===== config.mk =====
export PLATFORM = sky130hd
export DESIGN_NAME = sps_spi_seq
export DESIGN_NICKNAME = d
export VERILOG_FILES = /design/src/design/sps_spi_seq.v /design/src/design/sps_sync.v /design/src/design/sps_port_trk.v
export VERILOG_INCLUDE_DIRS = /design/src /design/src/shared
export SDC_FILE = /design/constraint.sdc
export NUM_CORES = 1
export LEC_CHECK = 0
export BUFFER_PORTS_ARGS = -buffer_cell sky130_fd_sc_hd__clkbuf_2
export CAP_MARGIN = 10
export CORE_MARGIN = 2
export CORE_UTILIZATION = 35
export DETAILED_ROUTE_END_ITERATION = 8
export HOLD_SLACK_MARGIN = 0.15
export PLACE_DENSITY = 0.49
export RECOVER_POWER = 25
export SLEW_MARGIN = 0
export SYNTH_ARGS = -nofsm -noshare
export SYNTH_HDL_FRONTEND = slang
export SYNTH_SLANG_ARGS = --single-unit

===== constraint.sdc =====
create_clock -name clk -period 2.32 [get_ports clk]
set_clock_uncertainty 0.05 [all_clocks]
set_input_delay 0.232 -clock clk [delete_from_list [all_inputs] [get_ports clk]]
set_output_delay 0.232 -clock clk [all_outputs]
set_load 0.02 [all_outputs]

===== src/shared/sps_map.vh =====
// Constants for the SPI host port sequencer
`ifndef SPS_MAP_VH
`define SPS_MAP_VH

// ==========================================================
// Frame layout
`define SPS_FRAME_W     29
`define SPS_CNT_W       5
`define SPS_CNT_FULL    5'h1D
`define SPS_CNT_MAX     5'h1F
`define SPS_RW_BIT      28
`define SPS_ADDR_HI     27
`define SPS_ADDR_LO     16
`define SPS_DS_BIT      27
`define SPS_PORT_HI     26
`define SPS_PORT_LO     25
`define SPS_DEV_BIT     24
`define SPS_REG_HI      23
`define SPS_REG_LO      16
`define SPS_PAGE_HI     27
`define SPS_PAGE_LO     24
`define SPS_BUSY_BIT    15
`define SPS_NACK_BIT    13
`define SPS_REJ_BIT     12

// ==========================================================
// Codes and words
`define SPS_LOCAL_PAGE  4'h8
`define SPS_BAD_ADDR    12'hFFF
`define SPS_ZERO_WORD   16'h0000
`define SPS_BUSY_WORD   16'h8000
`define SPS_REJ_WORD    16'h1000
`define SPS_NPORTS      4
`define SPS_PROTO_SPI   1'b1

// ==========================================================
// Timing
`define SPS_CLK_NS      40
`define SPS_LOC_GAP_NS  1000
`define SPS_LOC_GAP_CYC ((`SPS_LOC_GAP_NS + `SPS_CLK_NS - 1) / `SPS_CLK_NS)

`endif


===== src/design/sps_spi_seq.v =====
// SPI host port sequencer: frame shifter, command decode, port status
`timescale 1ns/1ns
`default_nettype none
`include "sps_map.vh"
module sps_spi_seq (
  input  wire        clk,               // System clock, 25 MHz
  input  wire        nrst,              // Async reset, active low
  input  wire        host_protocol_pin, // High selects SPI host port
  input  wire        spi_sck,           // SPI clock from host
  input  wire        spi_ss_n,          // Frame select, active low
  input  wire        spi_mosi,          // Serial data in
  output reg         spi_miso,          // Serial data out
  output reg         spi_miso_oe,       // Drive enable for miso
  output reg         loc_rd,            // Local register read, pulse
  output reg         loc_wr,            // Local register write, pulse
  output reg  [7:0]  loc_addr,          // Local register offset
  output reg  [7:0]  loc_wdata,         // Local write data
  input  wire [7:0]  loc_rdata,         // Local read data, strobe cycle
  output reg  [3:0]  ds_req,            // Per-port transfer start, pulse
  output reg         ds_rnw,            // Transfer is a read
  output reg         ds_dev,            // Device select in port
  output reg  [7:0]  ds_addr,           // Downstream register offset
  output reg  [7:0]  ds_wdata,          // Downstream write data
  input  wire [3:0]  ds_done,           // Per-port completion, pulse
  input  wire [31:0] ds_rdata,          // Per-port read data, 8 each
  input  wire [3:0]  ds_nack,           // Per-port nack with done
  output reg  [3:0]  port_busy          // Per-port busy status
);

  // ==========================================================
  // Pin synchronisers
  wire sck_f;
  wire ss_n_f;
  wire mosi_f;
  wire proto_f;

  sps_sync #(.RST(1'b0)) u_sck (
    .clk  (clk),
    .nrst (nrst),
    .din  (spi_sck),
    .dout (sck_f)
  );

  sps_sync #(.RST(1'b1)) u_ss (
    .clk  (clk),
    .nrst (nrst),
    .din  (spi_ss_n),
    .dout (ss_n_f)
  );

  sps_sync #(.RST(1'b0)) u_mosi (
    .clk  (clk),
    .nrst (nrst),
    .din  (spi_mosi),
    .dout (mosi_f)
  );

  sps_sync #(.RST(1'b0)) u_proto (
    .clk  (clk),
    .nrst (nrst),
    .din  (host_protocol_pin),
    .dout (proto_f)
  );

  // ==========================================================
  // Edge detection on filtered levels
  reg sck_d_q;
  reg ss_d_q;

  always @(posedge clk or negedge nrst) begin
    if (!nrst) begin
      sck_d_q <= 1'b0;
      ss_d_q  <= 1'b1;
    end else begin
      sck_d_q <= sck_f;
      ss_d_q  <= ss_n_f;
    end
  end

  wire spi_en   = (proto_f == `SPS_PROTO_SPI);
  wire sck_rise = sck_f & ~sck_d_q;
  wire ss_fall  = ~ss_n_f & ss_d_q;
  wire ss_rise  = ss_n_f & ~ss_d_q;

  // ==========================================================
  // Per-port trackers
  wire [3:0]  trk_busy;
  wire [31:0] trk_data;
  wire [3:0]  trk_nack;

  genvar gi;
  generate
    for (gi = 0; gi < `SPS_NPORTS; gi = gi + 1) begin : g_trk
      sps_port_trk u_trk (
        .clk       (clk),
        .nrst      (nrst),
        .start     (ds_req[gi]),
        .rd        (ds_rnw),
        .done      (ds_done[gi]),
        .rdata     (ds_rdata[gi*8 +: 8]),
        .nack      (ds_nack[gi]),
        .busy      (trk_busy[gi]),
        .data      (trk_data[gi*8 +: 8]),
        .nack_seen (trk_nack[gi])
      );
    end
  endgenerate

  // ==========================================================
  // Shift state and pending result
  reg [`SPS_FRAME_W-1:0] rx_q;
  reg [`SPS_FRAME_W-1:0] tx_q;
  reg [`SPS_CNT_W-1:0]   cnt_q;
  reg [`SPS_FRAME_W-1:0] resp_q;
  reg                    resp_ds_q;
  reg [1:0]              resp_port_q;
  reg                    lcap_q;

  // Decode of the frame held in the shift register
  wire        cmd_rd   = rx_q[`SPS_RW_BIT];
  wire [11:0] cmd_addr = rx_q[`SPS_ADDR_HI:`SPS_ADDR_LO];
  wire [1:0]  cmd_port = rx_q[`SPS_PORT_HI:`SPS_PORT_LO];
  wire        cmd_ds   = ~rx_q[`SPS_DS_BIT];
  wire        cmd_loc  = (rx_q[`SPS_PAGE_HI:`SPS_PAGE_LO] == `SPS_LOCAL_PAGE);
  wire        cmd_bad  = (cmd_addr == `SPS_BAD_ADDR);
  wire        cmd_full = (cnt_q == `SPS_CNT_FULL);
  wire        exec     = ss_rise & spi_en & cmd_full;
  wire [12:0] cmd_head = rx_q[`SPS_RW_BIT:`SPS_ADDR_LO];

  // Downstream result view, resolved when the result frame starts
  wire [7:0]  rp_data = trk_data[{resp_port_q, 3'b000} +: 8];
  reg  [15:0] ds_word;
  reg  [`SPS_FRAME_W-1:0] tx_load;

  always @* begin
    ds_word = `SPS_ZERO_WORD;
    if (trk_busy[resp_port_q]) begin
      ds_word = `SPS_BUSY_WORD;
    end else begin
      ds_word[`SPS_NACK_BIT] = trk_nack[resp_port_q];
      ds_word[7:0]           = rp_data;
    end
    if (resp_ds_q) begin
      tx_load = {resp_q[`SPS_RW_BIT:`SPS_ADDR_LO], ds_word};
    end else begin
      tx_load = resp_q;
    end
  end

  // ==========================================================
  // Serial shifter: previous result out while new frame comes in
  always @(posedge clk or negedge nrst) begin
    if (!nrst) begin
      rx_q        <= {`SPS_FRAME_W{1'b0}};
      tx_q        <= {`SPS_FRAME_W{1'b0}};
      cnt_q       <= {`SPS_CNT_W{1'b0}};
      spi_miso    <= 1'b0;
      spi_miso_oe <= 1'b0;
    end else begin
      spi_miso_oe <= spi_en & ~ss_n_f;
      if (ss_fall) begin
        tx_q     <= tx_load;
        spi_miso <= tx_load[`SPS_RW_BIT];
        cnt_q    <= {`SPS_CNT_W{1'b0}};
      end else if (sck_rise && !ss_n_f) begin
        rx_q     <= {rx_q[`SPS_FRAME_W-2:0], mosi_f};
        tx_q     <= {tx_q[`SPS_FRAME_W-2:0], 1'b0};
        spi_miso <= tx_q[`SPS_FRAME_W-2];
        if (cnt_q != `SPS_CNT_MAX) begin
          cnt_q <= cnt_q + 1'b1;
        end
      end
    end
  end

  // ==========================================================
  // Command execution on select release
  always @(posedge clk or negedge nrst) begin
    if (!nrst) begin
      resp_q      <= {`SPS_FRAME_W{1'b0}};
      resp_ds_q   <= 1'b0;
      resp_port_q <= 2'b00;
      lcap_q      <= 1'b0;
      loc_rd      <= 1'b0;
      loc_wr      <= 1'b0;
      loc_addr    <= 8'h00;
      loc_wdata   <= 8'h00;
      ds_req      <= 4'h0;
      ds_rnw      <= 1'b0;
      ds_dev      <= 1'b0;
      ds_addr     <= 8'h00;
      ds_wdata    <= 8'h00;
      port_busy   <= 4'h0;
    end else begin
      loc_rd    <= 1'b0;
      loc_wr    <= 1'b0;
      ds_req    <= 4'h0;
      lcap_q    <= 1'b0;
      port_busy <= trk_busy;
      // Local read data is taken in the strobe cycle, at its closing edge
      if (lcap_q) begin
        resp_q[7:0] <= loc_rdata;
      end
      if (exec) begin
        resp_q    <= rx_q;
        resp_ds_q <= 1'b0;
        if (cmd_bad) begin
          resp_q <= rx_q;
        end else if (cmd_ds) begin
          resp_port_q <= cmd_port;
          if (trk_busy[cmd_port]) begin
            resp_q <= {cmd_head, `SPS_REJ_WORD};
          end else begin
            ds_req[cmd_port] <= 1'b1;
            ds_rnw           <= cmd_rd;
            ds_dev           <= rx_q[`SPS_DEV_BIT];
            ds_addr          <= rx_q[`SPS_REG_HI:`SPS_REG_LO];
            ds_wdata         <= rx_q[7:0];
            resp_ds_q        <= cmd_rd;
            resp_q           <= {cmd_head, `SPS_ZERO_WORD | {8'h00, rx_q[7:0]}};
          end
        end else if (cmd_loc) begin
          loc_addr  <= rx_q[`SPS_REG_HI:`SPS_REG_LO];
          loc_wdata <= rx_q[7:0];
          if (cmd_rd) begin
            loc_rd <= 1'b1;
            lcap_q <= 1'b1;
            resp_q <= {cmd_head, `SPS_ZERO_WORD};
          end else begin
            loc_wr <= 1'b1;
          end
        end
      end
    end
  end

endmodule
`default_nettype wire


===== src/design/sps_sync.v =====
// Three-stage input synchroniser with agreement filter
`timescale 1ns/1ns
`default_nettype none
module sps_sync #(
  parameter RST = 1'b0                  // Level held during reset
) (
  input  wire clk,                      // System clock
  input  wire nrst,                     // Async reset, active low
  input  wire din,                      // Asynchronous input
  output reg  dout                      // Filtered level
);

  reg s1_q;
  reg s2_q;
  reg s3_q;

  // ==========================================================
  // Sync chain; level moves once stages two and three agree
  always @(posedge clk or negedge nrst) begin
    if (!nrst) begin
      s1_q <= RST;
      s2_q <= RST;
      s3_q <= RST;
      dout <= RST;
    end else begin
      s1_q <= din;
      s2_q <= s1_q;
      s3_q <= s2_q;
      if (s2_q == s3_q) begin
        dout <= s3_q;
      end
    end
  end

endmodule
`default_nettype wire


===== src/design/sps_port_trk.v =====
// Per-port downstream transfer tracker
`timescale 1ns/1ns
`default_nettype none
module sps_port_trk (
  input  wire       clk,                // System clock
  input  wire       nrst,               // Async reset, active low
  input  wire       start,              // Transfer issued, pulse
  input  wire       rd,                 // Issued transfer is a read
  input  wire       done,               // Downstream finished, pulse
  input  wire [7:0] rdata,              // Downstream read data
  input  wire       nack,               // Downstream saw a nack
  output reg        busy,               // Master still working
  output reg  [7:0] data,               // Last read result
  output reg        nack_seen           // Last transfer nacked
);

  reg rd_q;

  // ==========================================================
  // Busy from issue to completion; start wins over done
  always @(posedge clk or negedge nrst) begin
    if (!nrst) begin
      busy      <= 1'b0;
      rd_q      <= 1'b0;
      data      <= 8'h00;
      nack_seen <= 1'b0;
    end else begin
      if (start) begin
        busy <= 1'b1;
        rd_q <= rd;
      end else if (done) begin
        busy <= 1'b0;
      end
      if (done && !start) begin
        nack_seen <= nack;
        if (rd_q) begin
          data <= rdata;
        end
      end
    end
  end

endmodule
`default_nettype wire


## After elaboration in Yosys (flattened, before gate mapping)

Index checks and enable logic that the tools add are counted.

| storage, ports and cells | value |
|---|---|
| word-level logic and storage cells | 157 |
| output and inout bits | 46 |
| register bits | 202 |

| operators by class | value |
|---|---|
| magnitude comparators | 3 |
| reductions and logical operators | 27 |
| shift operators | 1 |
| add/subtract/negate cells | 1 |
| eq/ne operators | 8 |
| bitwise operators | 13 |
| mux-type cells | 51 |

Operator list:

| operator | number |
|---|---|
| two-way mux 29 bit | 4 |
| two-way mux 28 bit | 2 |
| indexed part select 32 x 6 -> 8 bit | 1 |
| two-way mux 1 bit | 28 |
| two-way mux 8 bit | 3 |
| two-way mux 16 bit | 1 |
| two-way mux 4 bit | 4 |
| two-way mux 5 bit | 3 |
| nonzero test 2 bit | 7 |
| two-way mux 13 bit | 1 |
| == test 12 bit (second input constant) | 1 |
| AND reduction 2 bit | 6 |
| AND reduction 4 bit | 2 |
| NOT 1 bit | 7 |
| AND 1 bit | 6 |
| binary-select mux 1 bit (select 2 bit) | 3 |
| logical AND 1 bit | 6 |
| less-than comparator 2 x 3 -> 1 bit (second input constant) | 2 |
| adder 5 x 1 -> 5 bit (second input constant) | 1 |
| == test 5 bit (second input constant) | 1 |
| zero test 1 bit | 5 |
| inequality test 5 bit (second input constant) | 1 |
| == test 1 bit | 4 |
| == test 4 bit (second input constant) | 1 |
| 4 further kinds | 4 |

## Depth between registers and ports, before layout

Gate-level depths: netlist of run 1.

| depth | value |
|---|---|
| depth after elaboration | 8 |
| gate-level depth with buffers | 8 |
| depth with buffers taken out | 7 |

## By module

From an unflattened synthesis of run 1, not the netlist that was laid out.

| unflattened totals | value |
|---|---|
| cell total of the unflattened synthesis | 605 |
| area, all modules | 8463.1 µm² |

By module, submodules not included:

| module | times used | area each (µm²) | sequential area each (µm²) | cells each |
|---|---|---|---|---|
| sps_spi_seq | 1 | 6185.9 | 3554.7 | 485 |
| sps_port_trk | 4 | 456.7 | 275.3 | 25 |
| sps_sync at u_mosi ... | 3 | 111.4 | 100.1 | 5 |
| sps_sync at u_ss | 1 | 116.4 | 105.1 | 5 |

## Worst setup path before layout of run 1

No wires, ideal clock.

| timing | value |
|---|---|
| kind | register -> register |
| start | register rx_q[25] |
| end | register ds_addr[1] |
| data arrival time | 1.699 ns |
| stages on the path, launching flop included | 5 |
| required time | 2.145 ns |
| setup time | 0.125 ns |
| buffers on the path | 1 |
| path slack | 0.446 ns |
| cell sequence | dfrtp_1 > mux4_2 > nor4_4 > buf_6 > mux2_2 |

| between the ends | value |
|---|---|
| cells in the longest elaborated chain, start to end | 4 |
| elaborated cells between the ends (all ways) | 6 |

Ends and longest elaborated chain:

| what | line | source |
|---|---|---|
| from (decl) | sps_spi_seq.v:111 | `` reg [`SPS_FRAME_W-1:0] rx_q; `` |
| from (signal assigned) | sps_spi_seq.v:154 | `` rx_q <= {`SPS_FRAME_W{1'b0}}; `` |
| from (signal assigned) | sps_spi_seq.v:166 | `` rx_q <= {rx_q[`SPS_FRAME_W-2:0], mosi_f}; `` |
| binary-select mux 1 bit (select 2 bit) | sps_spi_seq.v:211 | `if (trk_busy[cmd_port]) begin` |
| two-way mux 1 bit (implied by the code) | sps_spi_seq.v:211 |  |
| NOT 1 bit (no source line) | n/a |  |
| AND reduction 4 bit (no source line) * | n/a |  |
| to (signal assigned) | sps_spi_seq.v:217 | `` ds_addr <= rx_q[`SPS_REG_HI:`SPS_REG_LO]; `` |
| to (decl) | sps_spi_seq.v:22 | `output reg [7:0] ds_addr,` |

Every way passes the cells marked *; elsewhere a longest branch is shown, timed or not. The select of a mux whose other input is x is not followed.
A chain may end at the register's enable or synchronous reset.

## Worst setup path in the final report of run 1

| timing | value |
|---|---|
| start | register u_ss.dout |
| end | register resp_q[6] |

| between the ends | value |
|---|---|
| cells in the longest elaborated chain, start to end | 4 |
| elaborated cells between the ends (all ways) | 5 |

Ends and longest elaborated chain:

| what | line | source |
|---|---|---|
| from (decl) | sps_sync.v:10 | `output reg dout` |
| from (signal assigned) | sps_sync.v:30 | `dout <= s3_q;` |
| AND 1 bit * | sps_spi_seq.v:83 | `wire ss_rise = ss_n_f & ~ss_d_q;` |
| AND 1 bit * (2 in series) | sps_spi_seq.v:127 | `wire exec = ss_rise & spi_en & cmd_full;` |
| two-way mux 8 bit or nonzero test 2 bit (tied branches) | n/a |  |
| to (signal assigned) | sps_spi_seq.v:202 | `resp_q[7:0] <= loc_rdata;` |
| to (signal assigned) | sps_spi_seq.v:205 | `resp_q <= rx_q;` |
| to (signal assigned) | sps_spi_seq.v:208 | `resp_q <= rx_q;` |
| to (decl) | sps_spi_seq.v:114 | `` reg [`SPS_FRAME_W-1:0] resp_q; `` |

Every way passes the cells marked *; elsewhere a longest branch is shown, timed or not.

==> impl_metrics.yaml, run 1 <==
route:
  initialDrtViolationCount: 182
  ant_nets: 0
  wirelength_um: 18730
  vias: 5412
  drtPass1Iterations: 4
  drc_errors: 0
  wire_per_inst_um: 16.89
  routed_via_density: 4.880
global_routing:
  top_usage_layer: "met2"
  grt_overflow_total: 0
  use_met2_pct: 24.80
  grt_pass1_vias: 5699
  use_met1_pct: 22.62
  grt_usage_pct: 15.64
  grt_antenna_before_repair: 0
  use_met3_pct: 2.546
  grt_max_degree: 70
  grt_pass1_wl_um: 30770
clocking:
  cts_root_buf: "clkbuf_16"
  clk_latency_ps: 490
  numClockSinks: 202
  clkTransAtPathRegs_ps: 60
  cts_tree: "done"
  cts_max_path_buffers: 3
  h-tree-depth: 1
  cts_buffers: 23
final_layout:
  diodes: 0
  drive_gt1_share_pct: 36.33
  stdcell_count: 1109
  layout_common_cells: "dfrtp_1 (197), mux2_2 (111), clkbuf_2 (100)"
  fin_util_pct: 45.04
  areaGrowthSynthToFinish_pct: 26.60
  finalNetCount: 835
  fin_area_mm2: 0.01054
  layout_commonest_cell: "dfrtp_1"
timing:
  relSlewSlack_pct: 34.40
  fmax_ghz: 0.4766
  worstMarginPinSlew_ps: 984.0
  fin_crit_sh_pct: 90.44
  period_needed_ps: 2098
  fin_setup_tns_ps: 0
  hold_violations: 0
  rsz0062_at_grt: "false"
  setup_viol: 0
  maxSlewViolCount: 0
setup_path:
  startpoint: "u_ss.dout"
  endpoint_kind: "flip-flop"
  cp.required_ps: 2650
  slowest_delay_ps: 600
  crit_buf_inv: 1
  critPathSlowestCell: "dfstp_2"
  worst_ep_arrival_time_ps: 2430
  path_max_fanout: 8
  timing_worst_setup_path_type: "reg2reg"
  crit_chain: "nand3b_1 -> buf_4 -> nor2_2 -> nand4_1 -> a221oi_1"
  worst_r2r_startpoint: "u_ss.dout"
  crit_family: "simple AND/OR/NAND/NOR gates"
  start_kind: "flip-flop"
run:
  cap_violations: 0
synth:
  synth_nets: 664
  synth_flop_cell: "dfrtp_1"
  syn-cell-area_mm2: 0.008327
  ys_seq_area_share_pct: 60.78
  ys_types: 48
  synth-async-reset-ratio_pct: 100.0
  synth_cells: 607
  synth_edf_count: 0
  synth_seq_cells: 202
  synth_warnings: 0
  avgSynthCellArea_um2: 13.72
outcome:
  status: "finished, final reports clean"
pwr:
  powerDensity_mw_per_mm2: 719.6
  cellLeakagePower_nw: 5.135
  ir_drop_uv: 503.3
placed_design:
  place_area_mm2: 0.009333
  port_buffers: 99
  place_inst: 1016
  dp.final_hpwl_um: 13040
  gp_congestion: 0.7763
die:
  die_x_um: 158.2
  num_rows: 56
  die_area_mm2: 0.02504
  initial_utilization_pct: 35.58
  io_pins: 100
  die_h_um: 158.2
  core_mm2: 0.02340
worst_hold_path:
  hold_class: "in2async"
==> synth_stat cells (all sizes together), types with 8 or more instances <==
cell / count / area share [%]
nor3: 8 / 0.54
nand3b: 8 / 0.72
o21ai: 24 / 1.4
nand2b: 11 / 0.83
a221o: 8 / 0.96
mux2: 112 / 15
clkbuf: 15 / 0.68
buf: 19 / 1.5
nor2: 13 / 0.62
nand2: 52 / 2.3
mux2i: 21 / 2.5
inv: 16 / 0.72
a22oi: 13 / 1.2
a221oi: 9 / 0.95
mux4: 10 / 2.7
dfrtp: 197 / 59
a21oi: 10 / 0.60
a22o: 8 / 0.84
==> final cells by class <==
| cell class | count | area, um^2 |
|---|---|---|
| Inverter | 16 | 60.06 |
| Timing Repair Buffer | 180 | 1303 |
| Clock inverter | 4 | 22.52 |
| Tap cell | 319 | 399.1 |
| Fill cell | 2140 | 12860 |
| Clock buffer | 33 | 663.1 |
| Multi-Input combinational cell | 355 | 3033 |
| Sequential cell | 202 | 5061 |
==> where the power goes <==
part | internal, W | switching (W)
logic | 0.000264 | 0.000239
registers | 0.00366 | 0.000124
clock network | 0.00196 | 0.00134
total | 0.00588 | 0.00170
==> worst paths after layout <==
path | end | slack [ps] | depth (start not counted)
max in group asynchronous | u_proto.s3_q | 620 | 3
min | g_trk[0].u_trk.nack_seen | 250 | 2
max | resp_q[6] | 220 | 5
min reg2reg | u_mosi.s2_q | 290 | 0
min in group clk | u_mosi.s2_q | 290 | 0
max reg2reg | resp_q[6] | 220 | 5
==> timing repair <==
item,in CTS,in global routing
gates resized for setup,0,0
hold buffers,56,0
endpoints found under the hold margin,117,0
setup buffers,0,0
==> state kept, by name, summed over array words and instances, names as in the netlist, 2 cells and up <==
register	cells
g_trk.u_trk.data	32
resp_q	29
rx_q	29
tx_q	28
ds_addr	8
ds_wdata	8
loc_addr	8
loc_wdata	8
cnt_q	5
ds_req	4
g_trk.u_trk.busy	4
g_trk.u_trk.nack_seen	4
g_trk.u_trk.rd_q	4
port_busy	4
resp_port_q	2
==> logic make-up after synthesis <==
logic type | count (synthesis) | share of synthesized area (%)
fa+ha+maj | 7 | 0.9317
compound gates | 85 | 7.318
simple gates | 118 | 7.483
mux | 143 | 20.38
flops | 202 | 60.78
buf+inv | 50 | 2.900
xor+xnor | 2 | 0.2104
==> metrics by stage <==
| step | worst slack (ps) | total power [W] | hold slack, ps |
|---|---|---|---|
| global route | 86.53 | 0.007916 | 303.3 |
| detailed placement | 229.6 | 0.004290 | 243.4 |
| floorplan | 445.9 | 0.004038 | -113.6 |
| CTS | 210.7 | 0.007707 | 273.3 |
| finish | 221.8 | 0.007586 | 246.6 |
| global placement | 363.1 | 0.004274 | 224.1 |
==> routing by layer <==
| layer | vias up | wire, um | part of all wire [%] |
|---|---|---|---|
| met5 | - | 0 | 0 |
| met4 | 0 | 288 | 1.5 |
| met3 | 25 | 834 | 4.5 |
| met2 | 103 | 8798 | 47 |
| met1 | 2757 | 8811 | 47 |
| li1 | 2527 | - | - |
Power figures use the tool's default switching activity.
==> inputs of run 2 (changes only) <==
- CELL_PAD_IN_SITES_DETAIL_PLACEMENT: not set -> 0
- CELL_PAD_IN_SITES_GLOBAL_PLACEMENT: not set -> 1
- PLACE_DENSITY: 0.49 -> 0.57
==> run 2 against run 1 <==
Effect of this change: total power grew 9.4%; first-iteration DRC count is 0.55% lower; via count shrank 1.2%; flip-flop and latch count stayed put; highest routed layer unchanged.
==> impl_metrics.yaml, run 2 (synthesis results as in run 1) <==
pwr:
  clkPwrFrac_pct: 48.4
  internal_power_w: 0.006491
  switching_power_w: 0.001809
  combPwrFrac_pct: 6.1
  powerDensity_mw_per_mm2: 775.5
  cellLeakagePower_nw: 5.206
  swShare_pct: 21.79
  pwr-share-seq_pct: 45.5
  ir_drop_uv: 465.1
setup_path:
  worst_r2r_startpoint: "cnt_q[1]"
  r2r_slack_ps: 250
  path_max_fanout: 8
  worst_ep_arrival_time_ps: 2420
  endpoint_kind: "flip-flop"
  reg2reg_depth: 6
  timing_worst_setup_path_type: "reg2reg"
  reg2reg_to: "resp_q[2]"
  cp.required_ps: 2670
  start_kind: "flip-flop"
clocking:
  cts_root_buf: "clkbuf_16"
  clkTransAtPathRegs_ps: 60
  cts_tree: "done"
  cts_max_path_buffers: 3
  h-tree-depth: 1
  post_cts_buffers: 0
  clk_latency_ps: 510
  cts_resized: 0
  cts_buffers: 23
  numClockSinks: 202
route:
  wirelength_um: 19060
  routed_via_density: 4.808
  ant_nets: 0
  drtPass1Iterations: 4
  drc_errors: 0
  vias: 5347
  initialDrtViolationCount: 181
  wire_per_inst_um: 17.14
timing:
  maxSlewViolCount: 0
  period_needed_ps: 2072
  worstMarginPinSlew_ps: 1124
  fmax_ghz: 0.4827
  fin_crit_sh_pct: 89.29
  hold_violations: 0
  relSlewSlack_pct: 25.03
  fin_setup_tns_ps: 0
  setup_viol: 0
  rsz0062_at_grt: "false"
global_routing:
  grt_pass1_wl_um: 31300
  grt_antenna_before_repair: 0
  grt_overflow_total: 0
  grt_usage_pct: 15.90
  grt_max_degree: 65
  grt_pass1_vias: 5650
final_layout:
  layout_commonest_cell: "dfrtp_1"
  drive_gt1_share_pct: 37.20
  layout_common_cells: "dfrtp_1 (197), mux2_2 (111), clkbuf_2 (99)"
  diodes: 0
  top_regs: "g_trk.u_trk.data (32), resp_q (29), rx_q (29)"
  stdcell_count: 1112
  fin_util_pct: 45.73
  top_register: "g_trk.u_trk.data"
  areaGrowthSynthToFinish_pct: 28.54
  finalNetCount: 833
  largest_reg_flops: 32
  fin_area_mm2: 0.01070
placed_design:
  dp.final_hpwl_um: 13220
  gp_congestion: 0.7515
  port_buffers: 99
  place_area_mm2: 0.009318
  place_inst: 1014
worst_hold_path:
  min_delay_path_depth: 0
  hold_path_end: "u_sck.s2_q"
  hold_class: "reg2reg"
  min_from: "u_sck.s1_q"
run:
  cap_violations: 0
die:
  initial_utilization_pct: 35.58
  die_x_um: 158.2
  die_h_um: 158.2
  io_pins: 100
  die_area_mm2: 0.02504
  core_mm2: 0.02340
  num_rows: 56
outcome:
  status: "finished, final reports clean"
==> run 2: cell count changes in the layout (fill, tap and decap cells not counted), moves of 2 or more <==
cell	change
clkbuf_4	+2
clkinvlp_4	+2
bufinv_16	+5
clkbuf_1	-5
==> run 2: per-stage QoR <==
step           setup WS (ps)  total power, W  hold WS [ps]
4_1_cts                252.7        0.008417         178.0
6_report               248.4        0.008301         307.0
3_3_place_gp           323.5        0.004275         141.7
2_1_floorplan          445.9        0.004038        -113.6
5_1_grt                36.14        0.008637         303.7
3_5_place_dp           252.3        0.004289         146.6
==> run 2: final cells by class <==
cell class / instances / area [um^2]
flip-flops and latches: 202 / 5061
fillers: 2138 / 12700
clock buffers: 30 / 661.9
clock inverters: 12 / 200.2
multi-input cells: 355 / 3033
repair buffers: 178 / 1287
well taps: 319 / 399.1
inverters: 16 / 60.06
==> run 2: timing repair <==
item	in CTS	in global routing
hold buffers	56	0
setup endpoints to repair	0	0
endpoints found under the hold margin	249	0
==> run 2: layer usage <==
metal | vias to the layer above | global-route usage [%] | wire length, um
li1 | 2524 | - | -
met1 | 2695 | 22.93 | 9131
met2 | 98 | 25.22 | 8887
met3 | 30 | 2.710 | 739
met4 | 0 | 3.604 | 302
met5 | - | 0 | 0
==> run 2: how the worst max path moves through the flow <==
stage | end | depth (start not counted) | from
global placement | resp_q[12] | 6 | cnt_q[1]
global route | resp_q[0] | 6 | cnt_q[1]
finish | resp_q[2] | 6 | cnt_q[1]
CTS | loc_wdata[5] | 6 | cnt_q[1]
floorplan | ds_addr[1] | 4 | rx_q[25]
detailed placement | loc_wdata[5] | 6 | cnt_q[1]
==> run 2: worst max-delay path, stage by stage (launching register included) <==
cell and delay [ps]:
dfrtp_1 410, inv_1 70, ha_1 130, nand4_1 280
nor2_2 340, nand4_1 330, a221oi_1 350
==> run 2: power groups by stage <==
stage / logic [W] / registers [W] / clock network (W)
after floorplan: 0.000238 / 0.00380 / 0
after global placement: 0.000432 / 0.00384 / 0
after detailed placement: 0.000442 / 0.00385 / 0
after CTS: 0.000522 / 0.00378 / 0.00411
after global routing: 0.000564 / 0.00380 / 0.00427
final: 0.000504 / 0.00378 / 0.00402
==> inputs of run 3 (changes only) <==
- CORE_UTILIZATION: 35 -> 43
- MAX_ROUTING_LAYER: not set -> met4
- PLACE_DENSITY: 0.57 -> 0.69
- clock period: 2.32 -> 2 ns (I/O delays scaled with it)
==> run 3 against run 2 <==
Effect of this change: utilization grew 11 points; sequential power rose by 16%; via count rose by 3.5%; critical path depth is 1 lower; worst setup slack lost 220 ps.
==> impl_metrics.yaml, run 3 (synthesis results as in run 1) <==
timing:
  rsz0062_at_grt: "true"
  setup_viol: 0
  worstMarginPinSlew_ps: 1423
  maxSlewViolCount: 0
  relSlewSlack_pct: 5.134
  fin_crit_sh_pct: 98.73
  finalWorstSetupSlack_ps: 25.45
  hold_violations: 0
  fmax_ghz: 0.5064
  period_needed_ps: 1975
setup_path:
  worst_ep_arrival_time_ps: 2310
  cp-endpoint: "ds_wdata[6]"
  path_depth: 5
  endpoint_kind: "flip-flop"
  crit_chain: "mux4_2 -> nor4_4 -> buf_4 -> buf_12 -> mux2_2"
  crit_buf_inv: 2
  start_kind: "flip-flop"
  path_max_fanout: 12
  timing_worst_setup_path_type: "reg2reg"
  slowest_delay_ps: 540
  r2r_slack_ps: 30
  critPathSlowestCell: "mux4_2"
  cp.required_ps: 2340
  reg2reg_to: "ds_wdata[6]"
  crit_family: "multiplexers"
  startpoint: "rx_q[25]"
  worst_r2r_startpoint: "rx_q[25]"
  reg2reg_depth: 5
final_layout:
  top_regs: "g_trk.u_trk.data (32), resp_q (29), rx_q (29)"
  layout_common_cells: "dfrtp_1 (197), mux2_2 (109), clkbuf_2 (99)"
  top_register: "g_trk.u_trk.data"
  drive_gt1_share_pct: 38.19
  areaGrowthSynthToFinish_pct: 28.69
  finalNetCount: 857
  diodes: 0
  stdcell_count: 1077
  layout_commonest_cell: "dfrtp_1"
  fin_util_pct: 56.90
  largest_reg_flops: 32
clocking:
  cts_root_buf: "clkbuf_16"
  clkTransAtPathRegs_ps: 60
  cts_tree: "done"
  numClockSinks: 202
  cts_buffers: 23
  cts_max_path_buffers: 3
  h-tree-depth: 1
  clk_latency_ps: 510
pwr:
  ir_drop_uv: 589.1
  powerDensity_mw_per_mm2: 843.8
  cellLeakagePower_nw: 5.275
global_routing:
  grt_overflow_total: 0
  grt_usage_pct: 19.74
  grt_pass1_vias: 5889
  grt_antenna_before_repair: 0
  grt_pass1_wl_um: 30860
  grt_max_degree: 52
die:
  die_area_mm2: 0.02049
  die_x_um: 143.2
  num_rows: 50
  initial_utilization_pct: 44.22
  io_pins: 100
  die_h_um: 143.2
  core_mm2: 0.01883
placed_design:
  gp_congestion: 0.8344
  port_buffers: 99
  place_inst: 971
  pre_cts_slack_ps: 12.85
  dp.final_hpwl_um: 12860
route:
  highest_layer: "met4"
  vias: 5533
  routed_via_density: 5.137
  ant_nets: 0
  wirelength_um: 19080
  drc_errors: 0
  met1_length_um: 8873
  initialDrtViolationCount: 315
  met3_length_um: 652
  drtPass1Iterations: 4
  wire_per_inst_um: 17.72
  wl_met2_um: 9150
run:
  cap_violations: 0
worst_hold_path:
  hold_class: "in2reg"
outcome:
  status: "finished, final reports clean"
run 3: changes by cell type in the layout (fill, tap and decap cells not counted), moves of 2 or more:
cell / previous run / this run
buf_4: 15 / 32
clkbuf_1: 2 / 11
clkinv_2: 2 / 8
bufinv_16: 5 / 1
clkinvlp_4: 3 / 0
clkbuf_4: 2 / 0
clkbuf_8: 6 / 4
mux2_2: 111 / 109
mux2_4: 0 / 2
run 3: worst min path at each step:
| stage | startpoint | to | cells after the start |
|---|---|---|---|
| after floorplan | nrst | cnt_q[0] | 0 |
| after global placement | nrst | g_trk[1].u_trk.data[7] | 1 |
| after detailed placement | nrst | u_proto.s1_q | 1 |
| after CTS | nrst | g_trk[0].u_trk.data[7] | 2 |
| after global routing | spi_mosi | u_mosi.s1_q | 2 |
| final | spi_mosi | u_mosi.s1_q | 2 |
run 3: per-stage QoR:
stage	cell area (um^2)	power [W]	hold WS [ps]	setup TNS (ps)
4_1_cts	10660	0.009140	178.4	0
3_3_place_gp	9339	0.004957	122.0	0
6_report	10720	0.009042	289.5	0
3_5_place_dp	9339	0.004980	130.4	0
5_1_grt	10720	0.009384	273.8	-1112
2_1_floorplan	8327	0.004684	-145.6	0
run 3: repair_timing:
item / 4_1_cts / 5_1_grt
hold buffers: 56 / 0
buffers inserted: 1 / 5
cloned: 0 / 2
pin swaps: 0 / 1
endpoints found under the setup margin: 2 / 41
gates resized for setup: 0 / 5
hold endpoints to repair: 249 / 0
run 3: area by class of cell:
type	count	area (um^2)
tap	260	325.3
clock inverter	11	90.09
fill	1551	8115
clock buffer	31	645.6
timing repair buffer	202	1479
multi-input combinational	355	3054
inverter	16	60.06
sequential	202	5061
run 3: metal layers:
| layer | global-route usage (%) | vias up |
|---|---|---|
| met4 | 4.950 | 0 |
| met5 | - | - |
| met2 | 31.30 | 112 |
| li1 | - | 2569 |
| met1 | 26.83 | 2814 |
| met3 | 3.152 | 38 |
run 3: power by group:
group / total, W / internal (W) / leakage [nW] / switching [W]
clock network: 0.00405 / 0.00240 / 0.373 / 0.00165
registers: 0.00438 / 0.00424 / 2.75 / 0.000141
logic: 0.000605 / 0.000318 / 2.15 / 0.000287
